--- config.mk ---
export PLATFORM = sky130hd
export DESIGN_NAME = dsau_top
export DESIGN_NICKNAME = d
export VERILOG_FILES = /design/src/hw/dsau_pkg.sv /design/src/hw/dsau_top.sv /design/src/hw/dsau_chan.sv
export SDC_FILE = /design/constraint.sdc
export NUM_CORES = 2
export LEC_CHECK = 0
export ABC_CLOCK_PERIOD_IN_PS = 18300
export BUFFER_PORTS_ARGS = -buffer_cell sky130_fd_sc_hd__buf_2
export CORE_ASPECT_RATIO = 0.7
export CORE_MARGIN = 2
export CORE_UTILIZATION = 40
export CTS_CLUSTER_SIZE = 14
export DETAILED_ROUTE_END_ITERATION = 16
export GPL_ROUTABILITY_DRIVEN = 0
export GPL_TIMING_DRIVEN = 1
export PLACE_DENSITY = 0.65
export SETUP_SLACK_MARGIN = 0.5
export SYNTH_ARGS = -nofsm -noshare
export SYNTH_HDL_FRONTEND = slang
export SYNTH_SLANG_ARGS = --single-unit
--- constraint.sdc ---
create_clock -name I_CLOCK -period 18.3 [get_ports I_CLOCK]
set_clock_uncertainty 0.05 [all_clocks]
set_input_delay 0.915 -clock I_CLOCK [delete_from_list [all_inputs] [get_ports I_CLOCK]]
set_output_delay 0.915 -clock I_CLOCK [all_outputs]
set_load 0.005 [all_outputs]
--- src/hw/dsau_pkg.sv ---
// Purpose: shared constants and types of the dual setpoint alarm unit
// Assumes: 40 MHz system clock, setpoints held as packed bcd digits
// Notes: values compared in binary; bcd ordering is kept by the converter

// ----------------------------------------------------------------------------
// constants
// ----------------------------------------------------------------------------
package dsau_pkg;
    localparam int CLK_FREQ_HZ = 40_000_000;
    localparam int TICK_PERIOD_MS = 500;
    localparam int TICK_CYCLES = CLK_FREQ_HZ / 1000 * TICK_PERIOD_MS;
    localparam int VAL_W = 24;
    localparam int HOURS_W = 17;
    localparam int BCD_W = 28;
    localparam int CODE_W = 16;
    localparam int DELAY_W = 12;
    localparam int CNT_W = 13;
    localparam logic [DELAY_W-1:0] DELAY_MAX_S = 12'he10;
    localparam logic [2:0] SPEED_TOP_DIG = 3'h6;
    localparam logic [2:0] HOURS_TOP_DIG = 3'h4;
    localparam logic [2:0] CODE_TOP_DIG = 3'h3;
    localparam logic [3:0] BCD_MAX = 4'h9;
    localparam logic [BCD_W-1:0] SP_DEFAULT = 28'h0000000;

// ----------------------------------------------------------------------------
// types
// ----------------------------------------------------------------------------
    typedef enum logic [3:0] {
        DSAU_IDLE = 4'h1,
        DSAU_DELAY = 4'h2,
        DSAU_ACTIVE = 4'h4,
        DSAU_SILENT = 4'h8
    } dsau_chan_state_t;

    typedef enum logic [2:0] {
        DSAU_ED_IDLE = 3'h1,
        DSAU_ED_CODE = 3'h2,
        DSAU_ED_EDIT = 3'h4
    } dsau_ed_state_t;

    function automatic logic [VAL_W-1:0] dsau_bcd_to_bin(input logic [BCD_W-1:0] bcd);
        logic [VAL_W-1:0] acc;
        acc = '0;
        for (int i = BCD_W / 4 - 1; i >= 0; i--) begin
            acc = VAL_W'(acc * 24'd10 + {20'h0, bcd[i*4 +: 4]});
        end
        return acc;
    endfunction : dsau_bcd_to_bin
endpackage : dsau_pkg

--- src/hw/dsau_top.sv ---
// Purpose: dual setpoint alarm unit: tick, setpoint editing, readout flash
// Assumes: buttons arrive as raw pins; all other inputs are on I_CLOCK
// Notes: setpoints and enables are stored here; other settings are ports
//
// Overview of operation
// two independent channels, each watching speed or run-time hours
// values compared with setpoints twice per second, regardless of display
// alarm condition arises when the watched value reaches the setpoint
// each channel picks high or low function independently
// output rests open or closed as chosen, opposite when alarm active
// hysteresis applies only to speed channels
// configurable delay before the output goes active
// after accept, output held inactive for the silence time
// annunciator per channel, blinking during delay or silence
// flash option alternates readout between value and channel id
// enable turns a channel on or off, keeping its settings
// changing monitored quantity restores defaults and clears enable
// speed setpoint seven digits, hours setpoint five digits
// digit-by-digit editing: blink digit, up/down change, select advances
// optional direct setpoint menu from display, guarded by access code
// high speed alarm releases below setpoint minus hysteresis
// delay in one-second steps from zero up to 3600 seconds
// annunciator blinks during delay then stays on when active
// with nonzero silence, select acts as alarm accept
// low function alarms at or below the setpoint
// one half-second tick paces comparison, counting and blinking

module dsau_top
    import dsau_pkg::*;
#(
    parameter int TICK_COUNT = TICK_CYCLES
) (
    input wire logic I_CLOCK,
    input wire logic I_RST,
    input wire logic I_BTN_UP,
    input wire logic I_BTN_DOWN,
    input wire logic I_BTN_SELECT,
    input wire logic [VAL_W-1:0] I_SPEED_VALUE,
    input wire logic [HOURS_W-1:0] I_HOURS_VALUE,
    input wire logic [1:0] I_MONITORED_QUANTITY_SELECT,
    input wire logic [1:0] I_HIGH_LOW_SELECT,
    input wire logic [1:0] I_OUTPUT_REST_STATE,
    input wire logic [1:0][VAL_W-1:0] I_HYSTERESIS_AMOUNT,
    input wire logic [1:0][DELAY_W-1:0] I_ACTIVATION_DELAY,
    input wire logic [1:0][DELAY_W-1:0] I_SILENCE_TIME,
    input wire logic [1:0] I_READOUT_FLASH_OPTION,
    input wire logic I_ENABLE_WR,
    input wire logic [1:0] I_ENABLE_VAL,
    input wire logic I_EDIT_REQ,
    input wire logic I_DIRECT_REQ,
    input wire logic I_EDIT_CHANNEL,
    input wire logic I_DIRECT_SETPOINT_MENU,
    input wire logic [CODE_W-1:0] I_ACCESS_CODE,
    output logic [1:0] O_ALARM_SWITCH,
    output logic [1:0] O_ANNUNCIATOR,
    output logic [1:0] O_ALARM_ACTIVE,
    output logic [1:0] O_ENABLE,
    output logic [1:0][BCD_W-1:0] O_SETPOINT,
    output logic O_EDIT_ACTIVE,
    output logic O_CODE_ENTRY,
    output logic [2:0] O_EDIT_DIGIT,
    output logic [BCD_W-1:0] O_EDIT_BUFFER,
    output logic O_DIGIT_BLINK,
    output logic O_READOUT_SHOW_ID,
    output logic O_READOUT_CHANNEL,
    output logic O_TICK
);
    localparam int TW = $clog2(TICK_COUNT);

    typedef struct packed {
        logic [TW-1:0] tick_cnt;
        logic tick;
        logic blink;
        logic flash_ph;
        logic show_id;
        logic show_ch;
        logic [2:0] sync1;
        logic [2:0] sync2;
        logic [2:0] btn_prev;
        logic [1:0] en;
        logic [1:0] qty_prev;
        logic [1:0][BCD_W-1:0] sp;
        dsau_ed_state_t ed;
        logic ed_ch;
        logic [2:0] dig;
        logic [BCD_W-1:0] buf_v;
    } dsau_top_st_t;

    dsau_top_st_t q, d;
    logic [2:0] press;
    logic accept;
    logic [3:0] cur_dig;
    logic [1:0] active, flashing;
    logic [1:0][VAL_W-1:0] sp_bin;

// ----------------------------------------------------------------------------
// tick, buttons, editor, readout
// ----------------------------------------------------------------------------
    always_comb begin
        d = q;
        d.tick = 1'b0;
        if (q.tick_cnt == '0) begin
            d.tick_cnt = TW'(TICK_COUNT - 1);
            d.tick = 1'b1;
        end else begin
            d.tick_cnt = q.tick_cnt - TW'(1);
        end
        if (q.tick) begin
            d.blink = ~q.blink;
            d.flash_ph = ~q.flash_ph;
        end
        // buttons: up, down, select through two stages before use
        d.sync1 = {I_BTN_SELECT, I_BTN_DOWN, I_BTN_UP};
        d.sync2 = q.sync1;
        d.btn_prev = q.sync2;
        press = q.sync2 & ~q.btn_prev;
        accept = press[2] && q.ed == DSAU_ED_IDLE;
        cur_dig = q.buf_v[{q.dig, 2'b00} +: 4];
        if (I_ENABLE_WR) begin
            d.en = I_ENABLE_VAL;
        end
        unique case (q.ed)
            DSAU_ED_IDLE: begin
                if (I_EDIT_REQ || (I_DIRECT_REQ && I_DIRECT_SETPOINT_MENU)) begin
                    d.ed_ch = I_EDIT_CHANNEL;
                    if (I_DIRECT_REQ && !I_EDIT_REQ && I_ACCESS_CODE != '0) begin
                        d.ed = DSAU_ED_CODE;
                        d.buf_v = '0;
                        d.dig = CODE_TOP_DIG;
                    end else begin
                        d.ed = DSAU_ED_EDIT;
                        d.buf_v = q.sp[I_EDIT_CHANNEL];
                        d.dig = I_MONITORED_QUANTITY_SELECT[I_EDIT_CHANNEL]
                            ? HOURS_TOP_DIG : SPEED_TOP_DIG;
                    end
                end
            end
            DSAU_ED_CODE, DSAU_ED_EDIT: begin
                if (press[0]) begin
                    d.buf_v[{q.dig, 2'b00} +: 4] =
                        (cur_dig == BCD_MAX) ? 4'h0 : cur_dig + 4'h1;
                end else if (press[1]) begin
                    d.buf_v[{q.dig, 2'b00} +: 4] =
                        (cur_dig == 4'h0) ? BCD_MAX : cur_dig - 4'h1;
                end else if (press[2] && q.dig != 3'h0) begin
                    d.dig = q.dig - 3'h1;
                end else if (press[2] && q.ed == DSAU_ED_EDIT) begin
                    d.sp[q.ed_ch] = q.buf_v;
                    d.ed = DSAU_ED_IDLE;
                end else if (press[2] && q.buf_v[CODE_W-1:0] == I_ACCESS_CODE) begin
                    d.ed = DSAU_ED_EDIT;
                    d.buf_v = q.sp[q.ed_ch];
                    d.dig = I_MONITORED_QUANTITY_SELECT[q.ed_ch]
                        ? HOURS_TOP_DIG : SPEED_TOP_DIG;
                end else if (press[2]) begin
                    d.ed = DSAU_ED_IDLE;
                end
            end
            default: begin
                d.ed = DSAU_ED_IDLE;
            end
        endcase
        // a quantity change wins over an enable write or a setpoint store
        d.qty_prev = I_MONITORED_QUANTITY_SELECT;
        for (int c = 0; c < 2; c++) begin
            if (I_MONITORED_QUANTITY_SELECT[c] != q.qty_prev[c]) begin
                d.en[c] = 1'b0;
                d.sp[c] = SP_DEFAULT;
            end
        end
        flashing = active & I_READOUT_FLASH_OPTION;
        d.show_id = d.flash_ph & (|flashing);
        d.show_ch = !flashing[0];
    end

    always_ff @(posedge I_CLOCK or posedge I_RST) begin
        if (I_RST) begin
            q <= '{ed: DSAU_ED_IDLE, default: '0};
        end else begin
            q <= d;
        end
    end

// ----------------------------------------------------------------------------
// channels
// ----------------------------------------------------------------------------
    // the hours setpoint uses the low five digits; upper digits stay zero
    for (genvar g = 0; g < 2; g++) begin : g_chan
        assign sp_bin[g] = dsau_bcd_to_bin(q.sp[g]);
        dsau_chan u_chan (
            .i_clock(I_CLOCK),
            .i_rst(I_RST),
            .i_tick(q.tick),
            .i_blink(q.blink),
            .i_enable(q.en[g]),
            .i_hours_sel(I_MONITORED_QUANTITY_SELECT[g]),
            .i_high(I_HIGH_LOW_SELECT[g]),
            .i_rest_closed(I_OUTPUT_REST_STATE[g]),
            .i_hyst(I_HYSTERESIS_AMOUNT[g]),
            .i_setpoint(sp_bin[g]),
            .i_speed(I_SPEED_VALUE),
            .i_hours(I_HOURS_VALUE),
            .i_delay(I_ACTIVATION_DELAY[g]),
            .i_silence(I_SILENCE_TIME[g]),
            .i_accept(accept),
            .o_switch_closed(O_ALARM_SWITCH[g]),
            .o_annun(O_ANNUNCIATOR[g]),
            .o_active(active[g])
        );
    end

    assign O_ALARM_ACTIVE = active;
    assign O_ENABLE = q.en;
    assign O_SETPOINT = q.sp;
    assign O_EDIT_ACTIVE = q.ed == DSAU_ED_EDIT;
    assign O_CODE_ENTRY = q.ed == DSAU_ED_CODE;
    assign O_EDIT_DIGIT = q.dig;
    assign O_EDIT_BUFFER = q.buf_v;
    assign O_DIGIT_BLINK = q.blink & (q.ed != DSAU_ED_IDLE);
    assign O_READOUT_SHOW_ID = q.show_id;
    assign O_READOUT_CHANNEL = q.show_ch;
    assign O_TICK = q.tick;

// ----------------------------------------------------------------------------
// checks
// ----------------------------------------------------------------------------
    a_tick_single: assert property (@(posedge I_CLOCK) disable iff (I_RST)
        q.tick |=> !q.tick && q.tick_cnt == TW'(TICK_COUNT - 2))
        else $error("tick not a single pulse");
    a_type_default: assert property (@(posedge I_CLOCK) disable iff (I_RST)
        I_MONITORED_QUANTITY_SELECT[0] != q.qty_prev[0]
        |=> !O_ENABLE[0] && O_SETPOINT[0] == SP_DEFAULT)
        else $error("quantity change kept old settings");
    a_code_reject: assert property (@(posedge I_CLOCK) disable iff (I_RST)
        q.ed == DSAU_ED_CODE && press == 3'h4 && q.dig == 3'h0
        && q.buf_v[CODE_W-1:0] != I_ACCESS_CODE |=> q.ed == DSAU_ED_IDLE)
        else $error("wrong access code accepted");
    a_flash_cause: assert property (@(posedge I_CLOCK) disable iff (I_RST)
        O_READOUT_SHOW_ID |-> $past(|(active & I_READOUT_FLASH_OPTION)))
        else $error("readout flashed without flashing alarm");
endmodule : dsau_top

--- src/hw/dsau_chan.sv ---
// Purpose: one alarm channel: compare, delay, silence, output and annunciator
// Assumes: i_tick is a one-cycle pulse every half second
// Notes: counts run in half-second ticks, so seconds are doubled

module dsau_chan
    import dsau_pkg::*;
(
    input wire logic i_clock,
    input wire logic i_rst,
    input wire logic i_tick,
    input wire logic i_blink,
    input wire logic i_enable,
    input wire logic i_hours_sel,
    input wire logic i_high,
    input wire logic i_rest_closed,
    input wire logic [VAL_W-1:0] i_hyst,
    input wire logic [VAL_W-1:0] i_setpoint,
    input wire logic [VAL_W-1:0] i_speed,
    input wire logic [HOURS_W-1:0] i_hours,
    input wire logic [DELAY_W-1:0] i_delay,
    input wire logic [DELAY_W-1:0] i_silence,
    input wire logic i_accept,
    output logic o_switch_closed,
    output logic o_annun,
    output logic o_active
);
    typedef struct packed {
        dsau_chan_state_t state;
        logic [CNT_W-1:0] cnt;
        logic active;
        logic sw;
        logic ann;
    } dsau_chan_st_t;

    dsau_chan_st_t q, d;
    logic [VAL_W-1:0] val, hy;
    logic [VAL_W:0] sum_v, sum_s;
    logic in_alarm, cond;
    logic [DELAY_W-1:0] dly, sil;

// ----------------------------------------------------------------------------
// comparison and sequencing
// ----------------------------------------------------------------------------
    always_comb begin
        val = i_hours_sel ? {{(VAL_W-HOURS_W){1'b0}}, i_hours} : i_speed;
        hy = i_hours_sel ? '0 : i_hyst;
        in_alarm = q.state != DSAU_IDLE;
        sum_v = {1'b0, val} + {1'b0, hy};
        sum_s = {1'b0, i_setpoint} + {1'b0, hy};
        // once in alarm, release needs the value to clear the hysteresis band
        if (i_high) begin
            cond = in_alarm ? (sum_v >= {1'b0, i_setpoint}) : (val >= i_setpoint);
        end else begin
            cond = in_alarm ? ({1'b0, val} <= sum_s) : (val <= i_setpoint);
        end
        dly = (i_delay > DELAY_MAX_S) ? DELAY_MAX_S : i_delay;
        sil = (i_silence > DELAY_MAX_S) ? DELAY_MAX_S : i_silence;
        d = q;
        if (!i_enable) begin
            d.state = DSAU_IDLE;
            d.cnt = '0;
        end else if (i_tick) begin
            unique case (q.state)
                DSAU_IDLE: begin
                    if (cond && dly == '0) begin
                        d.state = DSAU_ACTIVE;
                    end else if (cond) begin
                        d.state = DSAU_DELAY;
                        d.cnt = {dly, 1'b0};
                    end
                end
                DSAU_DELAY: begin
                    if (!cond) begin
                        d.state = DSAU_IDLE;
                    end else if (q.cnt <= CNT_W'(1)) begin
                        d.state = DSAU_ACTIVE;
                    end else begin
                        d.cnt = q.cnt - CNT_W'(1);
                    end
                end
                DSAU_ACTIVE: begin
                    if (!cond) begin
                        d.state = DSAU_IDLE;
                    end
                end
                DSAU_SILENT: begin
                    if (!cond) begin
                        d.state = DSAU_IDLE;
                    end else if (q.cnt <= CNT_W'(1)) begin
                        d.state = DSAU_ACTIVE;
                    end else begin
                        d.cnt = q.cnt - CNT_W'(1);
                    end
                end
            endcase
        end
        if (i_enable && i_accept && d.state == DSAU_ACTIVE && sil != '0) begin
            d.state = DSAU_SILENT;
            d.cnt = {sil, 1'b0};
        end
        d.active = d.state == DSAU_ACTIVE;
        d.sw = i_rest_closed ^ d.active;
        if (d.state == DSAU_ACTIVE) begin
            d.ann = 1'b1;
        end else begin
            d.ann = (d.state == DSAU_DELAY || d.state == DSAU_SILENT) & i_blink;
        end
    end

    // output rests open under reset, as an unpowered switch would
    always_ff @(posedge i_clock or posedge i_rst) begin
        if (i_rst) begin
            q <= '{state: DSAU_IDLE, default: '0};
        end else begin
            q <= d;
        end
    end

    assign o_switch_closed = q.sw;
    assign o_annun = q.ann;
    assign o_active = q.active;

// ----------------------------------------------------------------------------
// checks
// ----------------------------------------------------------------------------
    a_zero_delay: assert property (@(posedge i_clock) disable iff (i_rst)
        i_enable && i_tick && q.state == DSAU_IDLE && cond && dly == '0 && !i_accept
        |=> q.state == DSAU_ACTIVE && o_active)
        else $error("zero delay did not activate at once");
    a_annun_steady: assert property (@(posedge i_clock) disable iff (i_rst)
        q.state == DSAU_ACTIVE |-> o_annun)
        else $error("annunciator not steady while active");
    a_silence_hold: assert property (@(posedge i_clock) disable iff (i_rst)
        q.state == DSAU_SILENT && !(i_tick && q.cnt <= CNT_W'(1)) |=> !o_active)
        else $error("output active during silence");
    a_disable_idle: assert property (@(posedge i_clock) disable iff (i_rst)
        !i_enable |=> q.state == DSAU_IDLE && !o_active)
        else $error("disabled channel left idle");
    a_accept_silence: assert property (@(posedge i_clock) disable iff (i_rst)
        i_enable && i_accept && q.state == DSAU_ACTIVE && !i_tick && sil != '0
        |=> q.state == DSAU_SILENT && q.cnt == {$past(sil), 1'b0})
        else $error("accept did not start silence");
endmodule : dsau_chan

# ---- Word-level counts from Yosys, hierarchy flattened
# Cells that the tools add are included.
dict set report op_classes {
  muxes 88
  bitwise_logic 11
  n_addsub 23
  magnitude_cmp 17
  n_reduce_logical 48
  mul 12
  n_shift 4
  eq_ne 54
}
# op count
set op_table {}
lappend op_table {{28-bit two-way mux} 10}
lappend op_table {{59-bit two-way mux} 3}
lappend op_table {{17-bit two-way mux} 8}
lappend op_table {{56-bit two-way mux} 2}
lappend op_table {{24-bit by 24-bit adder with 25-bit output} 4}
lappend op_table {{24-bit by 4-bit adder with 24-bit output} 4}
lappend op_table {{24-bit by 3-bit multiplier with 23-bit output, second input constant} 4}
lappend op_table {{24-bit two-way mux} 4}
lappend op_table {{31-bit two-way mux} 3}
lappend op_table {{13-bit two-way mux} 6}
lappend op_table {{31-bit one-hot mux with 2 select lines} 1}
lappend op_table {{28-bit bitwise mux} 2}
lappend op_table {{56-bit bitwise mux} 1}
lappend op_table {{4-bit by 7-bit indexed part select with 28-bit output} 2}
lappend op_table {{13-bit one-hot mux with 2 select lines} 2}
lappend op_table {{25-bit by 24-bit >= comparator with 1-bit output} 2}
lappend op_table {{24-bit by 25-bit less-or-equal comparator with 1-bit output} 2}
lappend op_table {{23-bit by 4-bit adder with 24-bit output} 2}
lappend op_table {{24-bit >= comparator} 2}
lappend op_table {{12-bit > comparator, second input constant} 4}
lappend op_table {{24-bit less-or-equal comparator} 2}
lappend op_table {{12-bit two-way mux} 4}
lappend op_table {{19-bit by 3-bit multiplier with 22-bit output, second input constant} 2}
lappend op_table {{4-bit two-way mux} 10}
lappend op_table {{61 further kinds} 171}
dict set report totals {
  regBits 174
  elab_cells 285
  out_inout_bits 101
}

# ---- Depth between registers and ports, before layout
dict set report depth {
  word_depth 29
  mapped_depth 71
  mapped_depth_nobuf 69
}

# ---- Hierarchy
# From an unflattened synthesis, not the netlist that was laid out.
dict set report hier_totals {
  hier_cells 4103
  area_unflattened_um2 33133.0
}
# module area_each_um2 cells_per_inst instances
set by_module_without_submodules {}
lappend by_module_without_submodules {dsau_top 20367.0 2402 1}
lappend by_module_without_submodules {{dsau_chan (g_chan[1].u_chan)} 6456.2 856 1}
lappend by_module_without_submodules {{dsau_chan (g_chan[0].u_chan)} 6309.8 845 1}

# ---- Worst setup path before layout
# OpenSTA, ideal clock, no wires.
dict set report synth_path {
  path_type {flip-flop to flip-flop}
  from {register q (netlist bit O_SETPOINT[53])}
  to {register g_chan[1].u_chan.q[14] (netlist name)}
  path_slack_ns 3.894
  setup_ns 0.138
  synth_period_minus_slack_ns 14.406
  stages_incl_launch_ff 65
  arrival_time_ns 14.218
  path_cell_list {dfrtp_1 -> ha_1 -> ha_1 -> fa_1 -> xnor2_1 -> ha_1 -> ha_1 -> xnor2_1 -> or3b_2 -> xnor2_1 -> ha_1 -> ha_1 -> a21oi_1 -> o21bai_1 -> a21oi_1 -> o21bai_1 -> a21oi_1 -> xnor2_1 -> [... 29 more ...] -> ha_1 -> xor2_1 -> ha_1 -> o21a_1 -> o211ai_1 -> a31oi_1 -> o21ai_0 -> a21oi_1 -> a21boi_0 -> a311oi_1 -> or4_1 -> and3_1 -> buf_2 -> a211oi_1 -> o2111ai_1 -> a22oi_1 -> buf_4 -> o221ai_1}
}
dict set report synth_between {
  elab_chain_cells 26
  elab_cells_between_ends 39
  cone_classes {add/sub: 7; mul: 6; order compare: 4; eq/ne: 7; mux: 11; reduce/logical: 4}
}
# element line_no
set synth_lines {}
lappend synth_lines {{start: declaration} dsau_top.sv:89} ;# dsau_top_st_t q, d;
lappend synth_lines {{start signal: assignment} dsau_top.sv:178} ;# q <= '{ed: DSAU_ED_IDLE, default: '0};
lappend synth_lines {{start signal: assignment} dsau_top.sv:180} ;# q <= d;
lappend synth_lines {{4-bit by 3-bit multiplier with 7-bit output (*)} dsau_pkg.sv:45} ;# acc = VAL_W'(acc * 24'd10 + {20'h0, bcd[i*4 +: 4]});
lappend synth_lines {{8-bit by 4-bit adder with 9-bit output (*)} dsau_pkg.sv:45}
lappend synth_lines {{9-bit by 3-bit multiplier with 12-bit output (*)} dsau_pkg.sv:45}
lappend synth_lines {{13-bit by 4-bit adder with 14-bit output (*)} dsau_pkg.sv:45}
lappend synth_lines {{14-bit by 3-bit multiplier with 17-bit output (*)} dsau_pkg.sv:45}
lappend synth_lines {{18-bit by 4-bit adder with 19-bit output (*)} dsau_pkg.sv:45}
lappend synth_lines {{19-bit by 3-bit multiplier with 22-bit output (*)} dsau_pkg.sv:45}
lappend synth_lines {{23-bit by 4-bit adder with 24-bit output (*)} dsau_pkg.sv:45}
lappend synth_lines {{[... 9 more ...]} -}
lappend synth_lines {{4-bit two-way mux} dsau_chan.sv:65} ;# if (cond && dly == '0) begin
lappend synth_lines {{4-bit one-hot mux with 3 select lines} dsau_chan.sv:63} ;# unique case (q.state)
lappend synth_lines {{17-bit two-way mux} dsau_chan.sv:62} ;# end else if (i_tick) begin
lappend synth_lines {{17-bit two-way mux} dsau_chan.sv:59} ;# if (!i_enable) begin
lappend synth_lines {{4-bit by 3-bit == test with 1-bit output} dsau_chan.sv:97} ;# if (i_enable && i_accept && d.state == DSAU_ACTIVE && sil != '0) begin
lappend synth_lines {{1-bit logical AND (2 in a row)} dsau_chan.sv:97}
lappend synth_lines {{4-bit by 2-bit != test with 1-bit output (no source line) (tied with other cells)} -}
lappend synth_lines {{6-bit AND reduction (no source line)} -}
lappend synth_lines {{end signal: assignment} dsau_chan.sv:113} ;# q <= '{state: DSAU_IDLE, default: '0};
lappend synth_lines {{end signal: assignment} dsau_chan.sv:115} ;# q <= d;
lappend synth_lines {{end: declaration} dsau_chan.sv:35} ;# dsau_chan_st_t q, d;
# Every way passes the cells marked *; elsewhere a longest branch is shown, timed or not. The select of a mux whose other input is x is not followed.
# A chain may end at the register's enable or synchronous reset.

# ---- Worst setup path in the final report
dict set report layout_path {
  from {register q (netlist bit O_SETPOINT[55])}
  to {register g_chan[1].u_chan.q[12] (netlist name)}
}
# The elaborated chain is that of the path after synthesis.

==> key figures <==
GRT
  • Maximum number of pins on one net before global-route repair: 127
  • Most utilized layer in the global route result: met1
  • Total routing usage reported by global routing: 0.225
  • Met3 global-route usage: 0.0525
  • First-pass GRT wire length: 149000 um
  • Antenna violations before repair: 1
  • Vias in the first global route: 26700
  • Routing usage on met2: 0.316
  • Overflow after GRT: 0
  • Global Route met1 Usage: 0.345

Placement
  • Detailed-placement wirelength estimate: 79100 um
  • Number of buffer cells added on primary ports: 273
  • Number of cells in the design after placement: 5187

Critical path
  • Critical Path Source Type: register
  • Crit-path max FO: 15
  • Slowest library cell on the worst path: sky130_fd_sc_hd__or4_1
  • Reg-to-reg critical path endpoint: g_chan[1].u_chan.q[12]
  • Worst reg2reg startpoint: O_SETPOINT[55]
  • Library cell appearing most often on the critical path: sky130_fd_sc_hd__ha_1
  • Startpoint-to-endpoint class of the critical path: reg -> reg
  • Kind of end point of the critical path: register
  • Data arrival time at the worst-slack endpoint: 16840 ps
  • Required time at the endpoint of the critical path: 18620 ps
  • Worst path max stage delay: 610 ps
  • Slack of the worst reg-to-reg path: 1770 ps
  • Worst Reg-to-Reg Cells: 65

Timing
  • Sum of negative setup slack: 0 ps
  • Final Max Slew Viols: 0
  • Final cycle utilization of the critical path: 0.903
  • Final-report setup violation count: 0
  • Hold Vio Cnt, Final: 0
  • Relative slew slack: 0.180
  • Max Clk Rate: 60.5 MHz
  • Post-route minimum period: 16530 ps
  • Unrepaired setup endpoints after global routing: false
  • Tightest Pin Transition: 1220 ps

Clock tree
  • Hold buffer count at CTS: 0
  • Buffers inserted during post-CTS setup optimization: 0
  • Number of CTS-inserted buffers: 17
  • Buffer type at the clock tree root: sky130_fd_sc_hd__clkbuf_16
  • CTS tree: yes
  • Clock H-tree levels: 4
  • Later-pin clock latency in the skew report: 480 ps
  • Clk buf depth: 2
  • Resize count post-CTS: 0
  • Clock slew at the register clock pins of the worst setup and hold paths: 80 ps
  • Total number of clock tree sinks: 174

Pwr
  • Peak VDD IR: 0.0679 mV
  • Static leakage power: 0.0170 uW
  • Pwr Density: 44.1 nW/um^2
  • Total power: 1530 uW

Status
  • Outcome: finished clean

Synth
  • Count of different cell masters after synthesis: 108
  • Share of the yosys chip area belonging to registers: 0.136
  • Number of instances in the synthesized netlist: 4010
  • Number of enable flip-flop cells after synthesis: 0
  • Post-synthesis async set-or-reset flop share: 1.00
  • Number of synthesis warnings: 0
  • Mean cell area of the mapped netlist: 8.01 um^2
  • Cell area after technology mapping: 32100 um^2
  • Flop and latch count out of synthesis: 174
  • Main synth FF type: sky130_fd_sc_hd__dfrtp_1

Cells and area
  • Layout Nets: 4937
  • Fraction of final layout cells sized beyond drive strength 1: 0.106
  • Layout Cells excl Fill: 5220
  • Util after Layout: 0.437
  • Filler cells: 7902
  • Area growth from synthesis to layout: 7.71%

Routing
  • Detailed-route via count: 29300
  • Vias per std cell: 5.62
  • Pre-antenna DRT Iters: 6
  • Aggregate routed wire length: 95300 um
  • Drt drc: 0
  • DR iter-0 viols: 2816
  • Average wire per standard cell: 18.3 um
  • Remaining antenna violation count: 0

Floorplan
  • Overall die width: 343 um
  • Floorplan die height: 241 um
  • I/O pin total: 274
  • Effective utilization at floorplan: 0.406
  • Die Footprint: 82600 um^2
  • Floorplan row count: 86
  • Core Footprint: 79100 um^2

Min path
  • Hold path endpoint: d[96]
  • Min-Delay Path Class: reg -> reg
  • Hold Path Depth: 0
  • Launch instance of the worst min-delay path: d[99]

Flow run
  • Total of max-cap violations: 0
-- registers in the layout, summed over array words and instances, names as in the netlist, 2 cells and up --
signal / count
O_ENABLE: 2
q: 36
O_EDIT_DIGIT: 3
O_EDIT_BUFFER: 28
g_chan.u_chan.o_switch_closed: 2
g_chan.u_chan.o_active: 2
g_chan.u_chan.o_annun: 2
d: 6
g_chan.u_chan.q: 34
O_SETPOINT: 56
-- layout make-up --
class                      instances  area (um^2)  area share
sequential                       174         4360       0.126
clock inverter                    14          178     0.00514
clock buffer                      18          439      0.0127
multi-input combinational       3406        25800       0.746
timing repair buffer             288         1480      0.0428
inverter                         263          995      0.0288
antenna                            1         2.50   0.0000723
tap                             1056         1320      0.0382
-- cell families after synthesis --
family / count (synthesis) / synth area share
DFF: 174 / 0.136
xor gates and xnor gates: 426 / 0.117
muxes: 129 / 0.0422
AOI/OAI and AO/OA: 996 / 0.202
buffers and inverters: 433 / 0.0623
other: 1 / 0.000117
and+or+nand+nor: 1237 / 0.195
adders and majority gates: 614 / 0.246
-- where the power goes --
group	switching (uW)	internal (uW)	total (uW)
Sequential	23.4	396	419
Clock	193	211	404
Combinational	449	254	703
Total	664	861	1530
-- worst max path at each step --
stage                    from                endpoint  slack, ps  cells after the start
2_1_floorplan  O_SETPOINT[53]  g_chan[1].u_chan.q[14]       3890                     64
3_3_place_gp   O_SETPOINT[55]  g_chan[1].u_chan.q[12]       1540                     62
3_5_place_dp   O_SETPOINT[55]  g_chan[1].u_chan.q[12]       1500                     62
4_1_cts        O_SETPOINT[55]  g_chan[1].u_chan.q[12]       1340                     62
5_1_grt        O_SETPOINT[27]   g_chan[0].u_chan.q[8]        510                     59
6_report       O_SETPOINT[55]  g_chan[1].u_chan.q[12]       1770                     65
-- cells in the final DEF, fill, tap and decap left out, types with 36 or more instances in the layout --
cell type	netlist	final
sky130_fd_sc_hd__ha_1	586	586
sky130_fd_sc_hd__a21oi_1	325	325
sky130_fd_sc_hd__nand2_1	321	321
sky130_fd_sc_hd__buf_2	2	273
sky130_fd_sc_hd__xnor2_1	266	266
sky130_fd_sc_hd__nor2_1	263	262
sky130_fd_sc_hd__inv_1	263	262
sky130_fd_sc_hd__o21ai_0	200	200
sky130_fd_sc_hd__dfrtp_1	171	170
sky130_fd_sc_hd__xor2_1	158	156
sky130_fd_sc_hd__nor2b_1	116	116
sky130_fd_sc_hd__a21o_1	111	111
sky130_fd_sc_hd__nand3_1	101	101
sky130_fd_sc_hd__nor3_1	92	90
sky130_fd_sc_hd__mux2i_1	86	85
sky130_fd_sc_hd__and3_1	50	50
sky130_fd_sc_hd__nand2b_1	46	46
sky130_fd_sc_hd__mux2_2	42	42
sky130_fd_sc_hd__nand4_1	41	41
sky130_fd_sc_hd__o21a_1	39	39
sky130_fd_sc_hd__nor4_1	37	37
sky130_fd_sc_hd__o21bai_1	36	36
-- stage by stage --
| stage | area (um^2) | hold WS [ps] | setup slack, ps |
|---|---|---|---|
| CTS | 34600 | 308 | 1340 |
| global placement | 33900 | 285 | 1540 |
| global route | 34600 | 317 | 510 |
| detailed placement | 33900 | 292 | 1500 |
| finish | 34600 | 303 | 1770 |
| floorplan | 32100 | 281 | 3890 |
-- Yosys cell counts (all sizes together), types with 12 or more instances --
library cell  instances  area, um^2
a21boi               18         139
ha                  586        7330
dfrtp               171        4280
a22oi                35         263
a21o                111         833
nor2                265        1000
nand4                41         257
inv                 263         987
and3                 51         324
xor2                159        1400
o21bai               36         270
mux2i                86         861
nor4                 40         287
o211ai               16         130
or2                  23         144
o21a                 39         293
nor2b               116         726
or3                  33         211
and2                 20         125
a21oi               325        1630
xnor2               266        2330
a31oi                24         150
buf                 106         772
nand3b               16         120
nor3                 93         470
clkbuf               64         240
nand3               102         515
o21ai               212        1060
o31a                 12         105
mux2                 42         473
nand2               321        1200
nand2b               46         288
o31ai                14         105
fa                   28         561
a211oi               31         243
nor3b                26         195
-- routing by layer --
layer	part of all wire	wire length, um
met1	0.50	47900
met2	0.39	37200
met3	0.095	9100
met4	0.012	1150
met5	0	0
-- worst max-delay path, delay by kind of cell (launching register included) --
kind / cells / cell delay [ps]
flip-flops: 1 / 560
XOR/XNOR: 14 / 3330
adder cells (fa/ha/maj): 15 / 4970
AO/OA/AOI/OAI: 20 / 3850
buffers and inverters: 2 / 180
AND/OR/NAND/NOR: 14 / 3450
(Power assumes the default switching activity.)
